$ cat config.mk
export PLATFORM = sky130hd
export DESIGN_NAME = eprc_top
export DESIGN_NICKNAME = d
export VERILOG_FILES = /design/src/eprc_pkg.sv /design/src/eprc_checker.sv /design/src/eprc_axil_regs.sv /design/src/eprc_top.sv
export VERILOG_INCLUDE_DIRS = /design/src /design/src/src
export SDC_FILE = /design/constraint.sdc
export NUM_CORES = 1
export LEC_CHECK = 0
export BUFFER_PORTS_ARGS = -buffer_cell sky130_fd_sc_hd__buf_4
export CAP_MARGIN = 40
export CORE_MARGIN = 2
export CORE_UTILIZATION = 45
export DETAILED_ROUTE_END_ITERATION = 10
export GPL_TIMING_DRIVEN = 1
export HOLD_SLACK_MARGIN = 0.05
export MAX_ROUTING_LAYER = met4
export PLACE_DENSITY = 0.71
export RECOVER_POWER = 25
export SYNTH_ARGS = -nofsm -noshare
export SYNTH_HDL_FRONTEND = slang
export SYNTH_HIERARCHICAL = 1
export SYNTH_SLANG_ARGS = --single-unit
$ cat constraint.sdc
create_clock -name mclk_in -period 7.8 [get_ports mclk_in]
set_clock_uncertainty 0.2 [all_clocks]
set_input_delay 0.78 -clock mclk_in [delete_from_list [all_inputs] [get_ports mclk_in]]
set_output_delay 0.78 -clock mclk_in [all_outputs]
set_load 0.03 [all_outputs]
$ cat src/eprc_defs.svh
/*
  Constants for the enclave page restriction checker: leaf codes, field
  positions, return codes and the host-bus register map.
  Assumes inclusion by bare name from the package and the design modules.
*/
`ifndef EPRC_DEFS_SVH
`define EPRC_DEFS_SVH

// ---------------------------------------------------------------
// leaf selector values
// ---------------------------------------------------------------
`define EPRC_LEAF_RESTRICT     8'h0E
`define EPRC_LEAF_CHTYPE       8'h0F

// ---------------------------------------------------------------
// alignment masks (64-byte record, 4-kbyte page)
// ---------------------------------------------------------------
`define EPRC_REC_ALIGN_MASK    32'h0000003F
`define EPRC_PAGE_ALIGN_MASK   32'h00000FFF

// ---------------------------------------------------------------
// return codes in the result register
// ---------------------------------------------------------------
`define EPRC_RC_OK             32'h00000000
`define EPRC_RC_LOCKED         32'h00000001
`define EPRC_RC_CONFLICT       32'h00000002

// ---------------------------------------------------------------
// page types
// ---------------------------------------------------------------
`define EPRC_REGULAR_PAGE_TYPE            8'h02
`define EPRC_PT_TCS            8'h03
`define EPRC_PT_TRIM           8'h04

// ---------------------------------------------------------------
// page security map geometry
// ---------------------------------------------------------------
`define EPRC_MAP_DEPTH         16
`define EPRC_MAP_IDX_W         4
`define EPRC_POOL_BASE         32'h00100000
`define EPRC_POOL_TOP          32'h00110000

// ---------------------------------------------------------------
// register byte offsets (AXI4-Lite)
// ---------------------------------------------------------------
`define EPRC_REG_LEAF          8'h00
`define EPRC_REG_RECPTR        8'h04
`define EPRC_REG_PAGEPTR       8'h08
`define EPRC_REG_RECFLAGS      8'h0C
`define EPRC_REG_RECRSVD       8'h10
`define EPRC_REG_ENV           8'h14
`define EPRC_REG_GO            8'h18
`define EPRC_REG_RESULT        8'h1C
`define EPRC_REG_STATUS        8'h20
`define EPRC_REG_MAPIDX        8'h24
`define EPRC_REG_MAPDATA       8'h28

// ---------------------------------------------------------------
// bus responses
// ---------------------------------------------------------------
`define EPRC_RESP_OKAY         2'b00
`define EPRC_RESP_SLVERR       2'b10

`endif

$ cat src/eprc_pkg.sv
/*
  Types of the enclave page restriction checker.
  Assumes eprc_defs.svh is on the include path.
*/
`include "eprc_defs.svh"

package eprc_pkg;

  // one page security map entry
  typedef struct packed {
    logic       valid;
    logic       pending;
    logic       modified;
    logic       restriction_pending_bit;
    logic       blocked;
    logic [7:0] page_type;
    logic       perm_r;
    logic       perm_w;
    logic       perm_x;
  } eprc_entry_type;

  // flags of the security info record
  typedef struct packed {
    logic [7:0] page_type;
    logic       perm_r;
    logic       perm_w;
    logic       perm_x;
  } eprc_record_type;

  // outcome of one leaf
  typedef struct packed {
    logic        protection_fault;
    logic        page_fault_exception;
    logic        zero_flag;
    logic        arith_flags;
    logic [31:0] result_register;
  } eprc_result_type;

  // environment bits from the rest of the processor
  typedef struct packed {
    logic [1:0] cpl;
    logic       ext_set_enabled;
    logic       base_busy;
    logic       ext_busy;
    logic       control_locked;
    logic       control_init;
  } eprc_env_type;

  typedef enum logic [1:0] {
    EPRC_IDLE  = 2'b00,
    EPRC_CHECK = 2'b01,
    EPRC_DONE  = 2'b11
  } eprc_state_type;

endpackage

$ cat src/eprc_checker.sv
/*
  Combinational check chain for both page-modification leaves.
  Assumes the caller holds every input stable while it samples the outputs.
*/
`timescale 1ns/1ps
`include "eprc_defs.svh"

module eprc_checker (
  input  wire logic [7:0]               leaf_in,      // leaf selector
  input  wire logic [31:0]              rec_ptr_in,   // record pointer register
  input  wire logic [31:0]              page_ptr_in,  // page pointer register
  input  wire eprc_pkg::eprc_record_type rec_in,      // record flags
  input  wire logic                     rec_rsvd_in,  // any reserved field set
  input  wire eprc_pkg::eprc_env_type   env_in,       // environment
  input  wire eprc_pkg::eprc_entry_type entry_in,     // current map entry
  output logic                          write_out,    // commit new entry
  output eprc_pkg::eprc_entry_type      entry_out,    // new entry value
  output eprc_pkg::eprc_result_type     result_out    // flags and code
);
  import eprc_pkg::*;

  wire is_restrict = (leaf_in == `EPRC_LEAF_RESTRICT);
  wire is_chtype   = (leaf_in == `EPRC_LEAF_CHTYPE);
  wire leaf_ok     = (is_restrict | is_chtype) & env_in.ext_set_enabled
                     & (env_in.cpl == 2'b00);
  wire rec_misal   = |(rec_ptr_in & `EPRC_REC_ALIGN_MASK);
  wire page_misal  = |(page_ptr_in & `EPRC_PAGE_ALIGN_MASK);
  wire out_pool    = (page_ptr_in < `EPRC_POOL_BASE)
                     | (page_ptr_in >= `EPRC_POOL_TOP);
  wire bad_rwx     = is_restrict & ~rec_in.perm_r & rec_in.perm_w;
  wire bad_type    = is_chtype & (rec_in.page_type != `EPRC_PT_TCS)
                     & (rec_in.page_type != `EPRC_PT_TRIM);
  wire bad_rec     = rec_rsvd_in | bad_rwx | bad_type;
  // restrict faults on any base-set user, type change only reports it
  wire base_clash  = env_in.base_busy;
  wire ext_clash   = env_in.ext_busy | env_in.control_locked;
  wire not_valid   = ~entry_in.valid;
  wire locked      = entry_in.pending | entry_in.modified;
  wire reg_type    = (entry_in.page_type == `EPRC_REGULAR_PAGE_TYPE);
  wire tcs_trim    = (entry_in.page_type == `EPRC_PT_TCS)
                     & (rec_in.page_type == `EPRC_PT_TRIM);
  wire wrong_type  = is_restrict ? ~reg_type : ~(reg_type | tcs_trim);
  wire not_init    = ~env_in.control_init;

  // first failing check wins; entry untouched unless every check passes
  always_comb begin
    result_out = '0;
    entry_out  = entry_in;
    write_out  = 1'b0;
    if (!leaf_ok || rec_misal || page_misal) begin
      result_out.protection_fault = 1'b1;
    end else if (out_pool) begin
      result_out.page_fault_exception = 1'b1;
    end else if (bad_rec || (base_clash && is_restrict)) begin
      result_out.protection_fault = 1'b1;
    end else if (base_clash) begin
      result_out.zero_flag       = 1'b1;
      result_out.result_register = `EPRC_RC_CONFLICT;
    end else if (not_valid) begin
      result_out.page_fault_exception = 1'b1;
    end else if (ext_clash) begin
      result_out.zero_flag       = 1'b1;
      result_out.result_register = `EPRC_RC_CONFLICT;
    end else if (is_restrict && locked) begin
      result_out.zero_flag       = 1'b1;
      result_out.result_register = `EPRC_RC_LOCKED;
    end else if (wrong_type) begin
      result_out.page_fault_exception = 1'b1;
    end else if (locked) begin
      result_out.zero_flag       = 1'b1;
      result_out.result_register = `EPRC_RC_LOCKED;
    end else if (not_init) begin
      result_out.protection_fault = 1'b1;
    end else if (is_restrict) begin
      write_out = 1'b1;
      entry_out.restriction_pending_bit = 1'b1;
      entry_out.perm_r = entry_in.perm_r & rec_in.perm_r;
      entry_out.perm_w = entry_in.perm_w & rec_in.perm_w;
      entry_out.perm_x = entry_in.perm_x & rec_in.perm_x;
      result_out.result_register = `EPRC_RC_OK;
    end else begin
      write_out = 1'b1;
      entry_out.restriction_pending_bit = 1'b0;
      entry_out.modified  = 1'b1;
      {entry_out.perm_r, entry_out.perm_w, entry_out.perm_x} = 3'b000;
      entry_out.page_type = rec_in.page_type;
    end
  end

endmodule

$ cat src/eprc_axil_regs.sv
/*
  AXI4-Lite slave decode helpers: address decode and read mux.
  Assumes one outstanding write and one outstanding read.
*/
`timescale 1ns/1ps
`include "eprc_defs.svh"

module eprc_axil_regs (
  input  wire logic [7:0]  raddr_in,   // read byte address
  input  wire logic [31:0] leaf_in,    // leaf register
  input  wire logic [31:0] recptr_in,  // record pointer
  input  wire logic [31:0] pageptr_in, // page pointer
  input  wire logic [31:0] recfl_in,   // record flags
  input  wire logic [31:0] recrsvd_in, // record reserved word
  input  wire logic [31:0] env_in,     // environment word
  input  wire logic [31:0] result_in,  // result register
  input  wire logic [31:0] status_in,  // status word
  input  wire logic [31:0] mapidx_in,  // map index
  input  wire logic [31:0] mapdata_in, // selected map entry
  output logic [31:0]      rdata_out,  // read data
  output logic             rhit_out    // address mapped
);

  always_comb begin
    rhit_out  = 1'b1;
    rdata_out = 32'h00000000;
    if (raddr_in == `EPRC_REG_LEAF) rdata_out = leaf_in;
    else if (raddr_in == `EPRC_REG_RECPTR) rdata_out = recptr_in;
    else if (raddr_in == `EPRC_REG_PAGEPTR) rdata_out = pageptr_in;
    else if (raddr_in == `EPRC_REG_RECFLAGS) rdata_out = recfl_in;
    else if (raddr_in == `EPRC_REG_RECRSVD) rdata_out = recrsvd_in;
    else if (raddr_in == `EPRC_REG_ENV) rdata_out = env_in;
    else if (raddr_in == `EPRC_REG_GO) rdata_out = 32'h00000000;
    else if (raddr_in == `EPRC_REG_RESULT) rdata_out = result_in;
    else if (raddr_in == `EPRC_REG_STATUS) rdata_out = status_in;
    else if (raddr_in == `EPRC_REG_MAPIDX) rdata_out = mapidx_in;
    else if (raddr_in == `EPRC_REG_MAPDATA) rdata_out = mapdata_in;
    else rhit_out = 1'b0;
  end

endmodule

$ cat src/eprc_top.sv
/*
  Enclave page restriction checker: holds the page security map and runs
  the restrict-permissions and change-type leaves issued over AXI4-Lite.
  Assumes a single 250 MHz clock and asynchronous active-low reset.
*/
// The placing of the registers and register access over AXI4-Lite were chosen for this implementation.
`timescale 1ns/1ps
`include "eprc_defs.svh"

// Functional notes
// - fault on record pointer not 64-byte aligned
// - fault on page pointer not 4k aligned
// - page fault when page outside pool
// - fault on reserved bits or write-without-read
// - restrict faults when base-set user active
// - page fault when map entry invalid
// - other extended user: zero flag, conflict
// - pending or modified: zero flag, locked code
// - restrict page-faults on non-regular page type
// - fault when owning control struct uninitialised
// - restrict success sets pending bit, ANDs permissions
// - clear arithmetic flags; success clears zero
// - leaves only at privilege level zero
// - selector 0FH picks type change leaf
// - type change blocks page until accept
// - type change reports conflict for writers
// - restrict exclusive against modifying leaves
// - record outside-readable, page inside-accessible
// - selector 0EH restricts; mask never widens
module eprc_top (
  input  wire logic        mclk_in,        // 250 MHz clock
  input  wire logic        arst_n_in,      // async reset, active low
  input  wire logic [7:0]  s_axi_awaddr,   // write address
  input  wire logic        s_axi_awvalid,  // write address valid
  output logic             s_axi_awready,  // write address ready
  input  wire logic [31:0] s_axi_wdata,    // write data
  input  wire logic [3:0]  s_axi_wstrb,    // write strobes
  input  wire logic        s_axi_wvalid,   // write data valid
  output logic             s_axi_wready,   // write data ready
  output logic [1:0]       s_axi_bresp,    // write response
  output logic             s_axi_bvalid,   // write response valid
  input  wire logic        s_axi_bready,   // write response ready
  input  wire logic [7:0]  s_axi_araddr,   // read address
  input  wire logic        s_axi_arvalid,  // read address valid
  output logic             s_axi_arready,  // read address ready
  output logic [31:0]      s_axi_rdata,    // read data
  output logic [1:0]       s_axi_rresp,    // read response
  output logic             s_axi_rvalid,   // read data valid
  input  wire logic        s_axi_rready,   // read data ready
  output logic             done_out        // leaf finished pulse
);
  import eprc_pkg::*;

  // --------------------
  // state
  // --------------------
  logic [7:0]        leaf;
  logic [31:0]       rec_ptr;
  logic [31:0]       page_ptr;
  eprc_record_type   rec;
  logic [31:0]       rec_rsvd;
  eprc_env_type      env;
  eprc_result_type   result;
  logic [3:0]        map_idx;
  eprc_state_type    state;
  eprc_entry_type    map_mem [`EPRC_MAP_DEPTH];
  logic              aw_held;
  logic              w_held;
  logic [7:0]        aw_addr;
  logic [31:0]       w_data;
  logic [3:0]        w_strb;

  // --------------------
  // helpers
  // --------------------
  function automatic logic [31:0] merge(input logic [31:0] old_v,
                                        input logic [31:0] new_v,
                                        input logic [3:0]  strb);
    logic [31:0] m;
    m = old_v;
    for (int i = 0; i < 4; i++) begin
      if (strb[i]) m[i*8 +: 8] = new_v[i*8 +: 8];
    end
    return m;
  endfunction

  function automatic logic [3:0] page_index(input logic [31:0] addr);
    return addr[15:12];
  endfunction

  // --------------------
  // write channel decode
  // --------------------
  wire wr_fire  = aw_held && w_held && !s_axi_bvalid;
  wire busy     = (state != EPRC_IDLE);
  wire hit_leaf = (aw_addr == `EPRC_REG_LEAF);
  wire hit_rp   = (aw_addr == `EPRC_REG_RECPTR);
  wire hit_pp   = (aw_addr == `EPRC_REG_PAGEPTR);
  wire hit_rf   = (aw_addr == `EPRC_REG_RECFLAGS);
  wire hit_rr   = (aw_addr == `EPRC_REG_RECRSVD);
  wire hit_env  = (aw_addr == `EPRC_REG_ENV);
  wire hit_go   = (aw_addr == `EPRC_REG_GO);
  wire hit_idx  = (aw_addr == `EPRC_REG_MAPIDX);
  wire hit_map  = (aw_addr == `EPRC_REG_MAPDATA);
  wire wr_hit   = hit_leaf | hit_rp | hit_pp | hit_rf | hit_rr | hit_env
                  | hit_go | hit_idx | hit_map
                  | (aw_addr == `EPRC_REG_RESULT) | (aw_addr == `EPRC_REG_STATUS);
  // operand writes while a leaf runs would corrupt the check, so refuse
  wire wr_ok    = wr_hit && !busy;
  wire start    = wr_fire && wr_ok && hit_go && w_data[0];

  wire [31:0] next_leaf  = merge({24'h000000, leaf}, w_data, w_strb);
  wire [31:0] next_rf    = merge({21'h000000, rec}, w_data, w_strb);
  wire [31:0] next_env   = merge({25'h0000000, env}, w_data, w_strb);
  wire [31:0] next_idx   = merge({28'h0000000, map_idx}, w_data, w_strb);
  wire [31:0] map_word   = {16'h0000, map_mem[map_idx]};
  wire [31:0] next_map   = merge(map_word, w_data, w_strb);

  // --------------------
  // checker
  // --------------------
  wire [3:0]       pidx = page_index(page_ptr);
  logic            chk_write;
  eprc_entry_type  chk_entry;
  eprc_result_type chk_result;

  eprc_checker u_checker (
    .leaf_in     (leaf),
    .rec_ptr_in  (rec_ptr),
    .page_ptr_in (page_ptr),
    .rec_in      (rec),
    .rec_rsvd_in (|rec_rsvd),
    .env_in      (env),
    .entry_in    (map_mem[pidx]),
    .write_out   (chk_write),
    .entry_out   (chk_entry),
    .result_out  (chk_result)
  );

  // --------------------
  // read decode
  // --------------------
  logic [31:0] rd_word;
  logic        rd_hit;
  wire  [31:0] status_word = {27'h0000000, busy, result.protection_fault,
                              result.page_fault_exception, result.zero_flag,
                              result.arith_flags};

  eprc_axil_regs u_regs (
    .raddr_in   (s_axi_araddr),
    .leaf_in    ({24'h000000, leaf}),
    .recptr_in  (rec_ptr),
    .pageptr_in (page_ptr),
    .recfl_in   ({21'h000000, rec}),
    .recrsvd_in (rec_rsvd),
    .env_in     ({25'h0000000, env}),
    .result_in  (result.result_register),
    .status_in  (status_word),
    .mapidx_in  ({28'h0000000, map_idx}),
    .mapdata_in (map_word),
    .rdata_out  (rd_word),
    .rhit_out   (rd_hit)
  );

  // --------------------
  // bus write side
  // --------------------
  always_ff @(posedge mclk_in or negedge arst_n_in) begin
    if (!arst_n_in) begin
      aw_held      <= 1'b0;
      w_held       <= 1'b0;
      aw_addr      <= 8'h00;
      w_data       <= 32'h00000000;
      w_strb       <= 4'h0;
      s_axi_bvalid <= 1'b0;
      s_axi_bresp  <= `EPRC_RESP_OKAY;
    end else begin
      if (s_axi_awvalid && s_axi_awready) begin
        aw_held <= 1'b1;
        aw_addr <= s_axi_awaddr;
      end
      if (s_axi_wvalid && s_axi_wready) begin
        w_held <= 1'b1;
        w_data <= s_axi_wdata;
        w_strb <= s_axi_wstrb;
      end
      if (wr_fire) begin
        aw_held      <= 1'b0;
        w_held       <= 1'b0;
        s_axi_bvalid <= 1'b1;
        s_axi_bresp  <= wr_ok ? `EPRC_RESP_OKAY : `EPRC_RESP_SLVERR;
      end else if (s_axi_bvalid && s_axi_bready) begin
        s_axi_bvalid <= 1'b0;
      end
    end
  end

  assign s_axi_awready = !aw_held && !s_axi_bvalid;
  assign s_axi_wready  = !w_held && !s_axi_bvalid;

  // --------------------
  // operand registers
  // --------------------
  always_ff @(posedge mclk_in or negedge arst_n_in) begin
    if (!arst_n_in) begin
      leaf     <= 8'h00;
      rec_ptr  <= 32'h00000000;
      page_ptr <= 32'h00000000;
      rec      <= '0;
      rec_rsvd <= 32'h00000000;
      env      <= '0;
      map_idx  <= 4'h0;
    end else if (wr_fire && wr_ok) begin
      if (hit_leaf) leaf <= next_leaf[7:0];
      if (hit_rp) rec_ptr <= merge(rec_ptr, w_data, w_strb);
      if (hit_pp) page_ptr <= merge(page_ptr, w_data, w_strb);
      if (hit_rf) rec <= next_rf[10:0];
      if (hit_rr) rec_rsvd <= merge(rec_rsvd, w_data, w_strb);
      if (hit_env) env <= next_env[6:0];
      if (hit_idx) map_idx <= next_idx[3:0];
    end
  end

  // --------------------
  // leaf sequencer and map
  // --------------------
  always_ff @(posedge mclk_in or negedge arst_n_in) begin
    if (!arst_n_in) begin
      state    <= EPRC_IDLE;
      result   <= '0;
      done_out <= 1'b0;
      for (int i = 0; i < `EPRC_MAP_DEPTH; i++) map_mem[i] <= '0;
    end else begin
      done_out <= 1'b0;
      case (state)
        EPRC_IDLE: begin
          if (start) state <= EPRC_CHECK;
          else if (wr_fire && wr_ok && hit_map) map_mem[map_idx] <= next_map[15:0];
        end
        EPRC_CHECK: begin
          result <= chk_result;
          if (chk_write) map_mem[pidx] <= chk_entry;
          state <= EPRC_DONE;
        end
        EPRC_DONE: begin
          done_out <= 1'b1;
          state    <= EPRC_IDLE;
        end
        default: state <= EPRC_IDLE;
      endcase
    end
  end

  // --------------------
  // bus read side
  // --------------------
  always_ff @(posedge mclk_in or negedge arst_n_in) begin
    if (!arst_n_in) begin
      s_axi_rvalid <= 1'b0;
      s_axi_rdata  <= 32'h00000000;
      s_axi_rresp  <= `EPRC_RESP_OKAY;
    end else if (s_axi_arvalid && s_axi_arready) begin
      s_axi_rvalid <= 1'b1;
      s_axi_rdata  <= rd_word;
      s_axi_rresp  <= rd_hit ? `EPRC_RESP_OKAY : `EPRC_RESP_SLVERR;
    end else if (s_axi_rvalid && s_axi_rready) begin
      s_axi_rvalid <= 1'b0;
    end
  end

  assign s_axi_arready = !s_axi_rvalid;

endmodule

==> summary.md <==
On the worst path, the slowest cell contributes a delay of 0.79 ns. The aggregate routed wire length was 101,000 um. Total congestion overflow after global routing: 0. In this run the critical register-to-register path is launched from page_ptr[12]. The logs give 0 ns for the final setup TNS and 101 for the number of ports placed on the die boundary.

The number of antenna violations at the first check in global routing is 0, and the final period utilization is 0.791. The max-slew violation count was 157; the setup fix buffers added after clock tree synthesis was 0. The checks that failed: hold timing, capacitance limit, slew limit. The die covers 0.0711 mm^2.

Among cell families on the critical path, the largest total delay comes from simple AND/OR/NAND/NOR gates. After layout, the minimum clock period comes to 6.17 ns. The clock slew seen by the registers of the worst setup and hold paths is 0.07 ns, and the row count is 96.

The primary flip-flop cell chosen by synthesis mapping is sky130_fd_sc_hd__dfrtp_1. The share of layout cells above drive strength 1 is 0.301. The die extent in x was 267 um. The number of buffers between clock root and the deepest sink was 3. Detailed placement finished with a half-perimeter wire length of 67,400 um. The via density per instance is 6.43. STA puts the critical path data required time at 8.10 ns. In this run the vertical extent of the chip is 267 um.

Counting every instance in the synthesized netlist gives 2,797. The first detailed-routing pass took 7 iterations. Areal power density over the cells: 201 mW/mm^2.

Setup repair after global routing left no endpoint under its margin. The starting density of the core was 0.454; the final count of hold timing violations was 1. The clock reaches the later pin of the worst-skew pair after 0.64 ns. The largest driver fanout on the critical path came out at 29. Based on the critical path, the design can be clocked at up to 0.162 GHz. Relative to the synthesized area, the layout overhead comes to 13.2%. In this run the worst setup path begins at page_ptr[12]. The Yosys step of the flow raised 6 warnings.

In this run, post-CTS repair resized a total of 0 instances. For this design, the slowest cell found on the critical path is sky130_fd_sc_hd__nor4_1. The number of buffers and inverters on the critical path is 3, and the combined area of all synthesized cells is 0.0310 mm^2.

For the antenna violation net count after detailed routing, the log shows 0. In this run, the number of DRC markers left after iteration 0 of detailed routing was 2,894. The number of vias in the routed layout came out at 24,819. Averaged over all synthesized cells, the footprint is 11.1 um^2.

The setup path with the least slack is of type reg -> reg. The tools report the via count of the first global-routing pass as 24,522. Path class of the lowest-slack min-delay path: in -> async. The peak supply drop came out at 0.151 mV. The congestion estimate from routability-driven global placement came to 0.974. Counting flops and latches in the post-synthesis netlist gives 503.

Detail-routed net length per standard cell: 26.0 um. The number of enable-type register cells in the synthesized netlist works out to 0. For the proportion of synthesized chip area in sequential cells, the log shows 0.405.

After floorplanning, the core was sized to cover 0.0685 mm^2. The tool flagged a number of max-cap violations equal to 3. The first global-routing pass estimated 153,000 um of wire. The tools report the number of distinct library cells after synthesis as 78. For the quantity of hold-fixing buffers added after cts, the log shows 0. The final layout contains 2,990 nets. The number of setup violations in the final report was 0.

The async set or reset register ratio after synthesis is 1.00. Counting the buffers created by CTS gives 56. The clock net in this run drives a total of 503 sinks. In this run the number of H-tree levels came out at 2. The logs give 165 for the pin count of the biggest net entering global routing and 1.80 ns for the worst-case setup slack after placement. The worst-case hold slack came out at -0.00319 ns.

The run finished, with violations left. For the worst relative slew slack, the log shows -1.41. STA classifies the critical path startpoint as a flip-flop. Buffers placed on the I/O ports in this run total 98. Data on the critical path arrives at its endpoint at 6.47 ns. The slew at the pin closest to its max-slew limit came out at 3.61 ns. The critical path capture point type is a flip-flop. The number of DRC violations after detailed routing is 0, and the standby leakage power is 15.3 nW. TritonCTS built the clock tree. Across all setup checks in the final design, the least slack found is 1.63 ns. The signal on the critical path passes through buf_12, buf_4, mux4_2, mux4_2, nor4_1, nand4b_1, nor3_4, nor2_2, buf_4, nor2_4, mux2_2.

The overall global routing resource usage was 0.290. The root buffer selected by CTS is sky130_fd_sc_hd__clkbuf_16.
[synthesized netlist by cell type, types with 20 or more instances]
master | instances | area [um^2]
sky130_fd_sc_hd__nand2_1 | 426 | 1600
sky130_fd_sc_hd__dfrtp_1 | 503 | 12600
sky130_fd_sc_hd__mux2_2 | 406 | 4570
sky130_fd_sc_hd__mux2i_1 | 173 | 1730
sky130_fd_sc_hd__clkbuf_1 | 146 | 548
sky130_fd_sc_hd__o2bb2ai_1 | 29 | 254
sky130_fd_sc_hd__nor3_1 | 29 | 145
sky130_fd_sc_hd__nor2_1 | 63 | 236
sky130_fd_sc_hd__o21ai_0 | 157 | 786
sky130_fd_sc_hd__buf_6 | 20 | 225
sky130_fd_sc_hd__inv_1 | 21 | 78.8
sky130_fd_sc_hd__mux4_2 | 110 | 2480
sky130_fd_sc_hd__buf_4 | 46 | 345
sky130_fd_sc_hd__and2_1 | 26 | 163
sky130_fd_sc_hd__nor4_1 | 25 | 156
sky130_fd_sc_hd__a22oi_1 | 65 | 488
sky130_fd_sc_hd__a221oi_2 | 20 | 300
sky130_fd_sc_hd__buf_2 | 43 | 215
sky130_fd_sc_hd__a2bb2oi_1 | 31 | 272
sky130_fd_sc_hd__o221ai_1 | 103 | 902
sky130_fd_sc_hd__mux2_1 | 59 | 664
[layer usage]
layer | vias to the layer above | part of all wire | GRT usage
met1 | 12374 | 0.39 | 0.364
li1 | 10596 | - | -
met4 | 0 | 0.057 | 0.138
met3 | 371 | 0.11 | 0.0755
met2 | 1478 | 0.45 | 0.436
met5 | - | 0 | -
[power breakdown]
part	total [mW]	leakage, nW	switching, mW	internal (mW)
combinational	1.07	7.38	0.688	0.378
clock	2.93	1.00	1.18	1.75
sequential	3.06	6.91	0.278	2.78
total	7.05	15.3	2.14	4.91
[through the flow]
stage / total power, mW / hold WS [ns] / utilization / instance area [um^2] / cells
3_5_place_dp: 4.14 / 0.294 / 0.485 / 33200 / 3754
4_1_cts: 7.05 / 0.0546 / 0.514 / 35200 / 3858
3_3_place_gp: 4.09 / 0.286 / 0.476 / 32600 / 3720
2_1_floorplan: 3.63 / 0.270 / - / 31700 / 2971
6_report: 7.05 / -0.00319 / 0.513 / 35200 / 3860
5_1_grt: 7.28 / 0.0915 / 0.513 / 35200 / 3859
[cells in the final DEF (no fill, tap or decap), drive strengths merged, types with 13 or more instances in the layout]
master   netlist  routed
a21oi         18      18
a221oi        31      31
a22oi         65      65
a2bb2oi       31      31
a41oi         13      13
and2          36      36
buf          124     168
clkbuf       147      80
clkinv         0      16
conb           2     176
dfrtp        503     503
inv           21      23
mux2         475     475
mux2i        173     173
mux4         110     110
nand2        434     434
nand2b        15      15
nand3         18      18
nor2          82      82
nor3          31      31
nor4          28      28
o211ai        13      13
o21ai        174     174
o221ai       103     103
o2bb2ai       29      29
[layout make-up]
class | instances | area [um^2]
flip-flops and latches | 503 | 12600
inverters | 21 | 78.8
clock inverters | 29 | 398
multi-input cells | 2176 | 17800
clock buffers | 75 | 1610
repair buffers | 173 | 1600
diodes | 1 | 2.50
fillers | 5950 | 33300
well taps | 882 | 1100
[flip-flops by register name, summed over array words and instances (netlist names), 2 cells and up]
register,flops
rec,11
rec_rsvd,32
w_data,32
aw_addr,8
map_mem,256
env,7
w_strb,4
rec_ptr,32
state,2
leaf,8
result,36
s_axi_rdata,32
page_ptr,32
map_idx,4
[logic make-up after synthesis]
family | Yosys count | synth area share
mux | 758 | 0.309
simple gates | 701 | 0.107
compound gates | 541 | 0.131
flops | 503 | 0.405
buf+inv | 292 | 0.0476
other cells | 2 | 0.000242
[path summary, 6_finish.rpt]
check / to / slack (ns) / depth (start not counted)
min reg2reg: rec_ptr[29] / 0.31 / 1
max in group asynchronous: map_idx[2] / 2.50 / 3
min: map_mem[206] / -0.003 / 1
min in group mclk_in: s_axi_rvalid / 0.12 / 2
max reg2reg: map_mem[111] / 1.63 / 11
max: map_mem[111] / 1.63 / 11
Power figures use the tool's default switching activity.
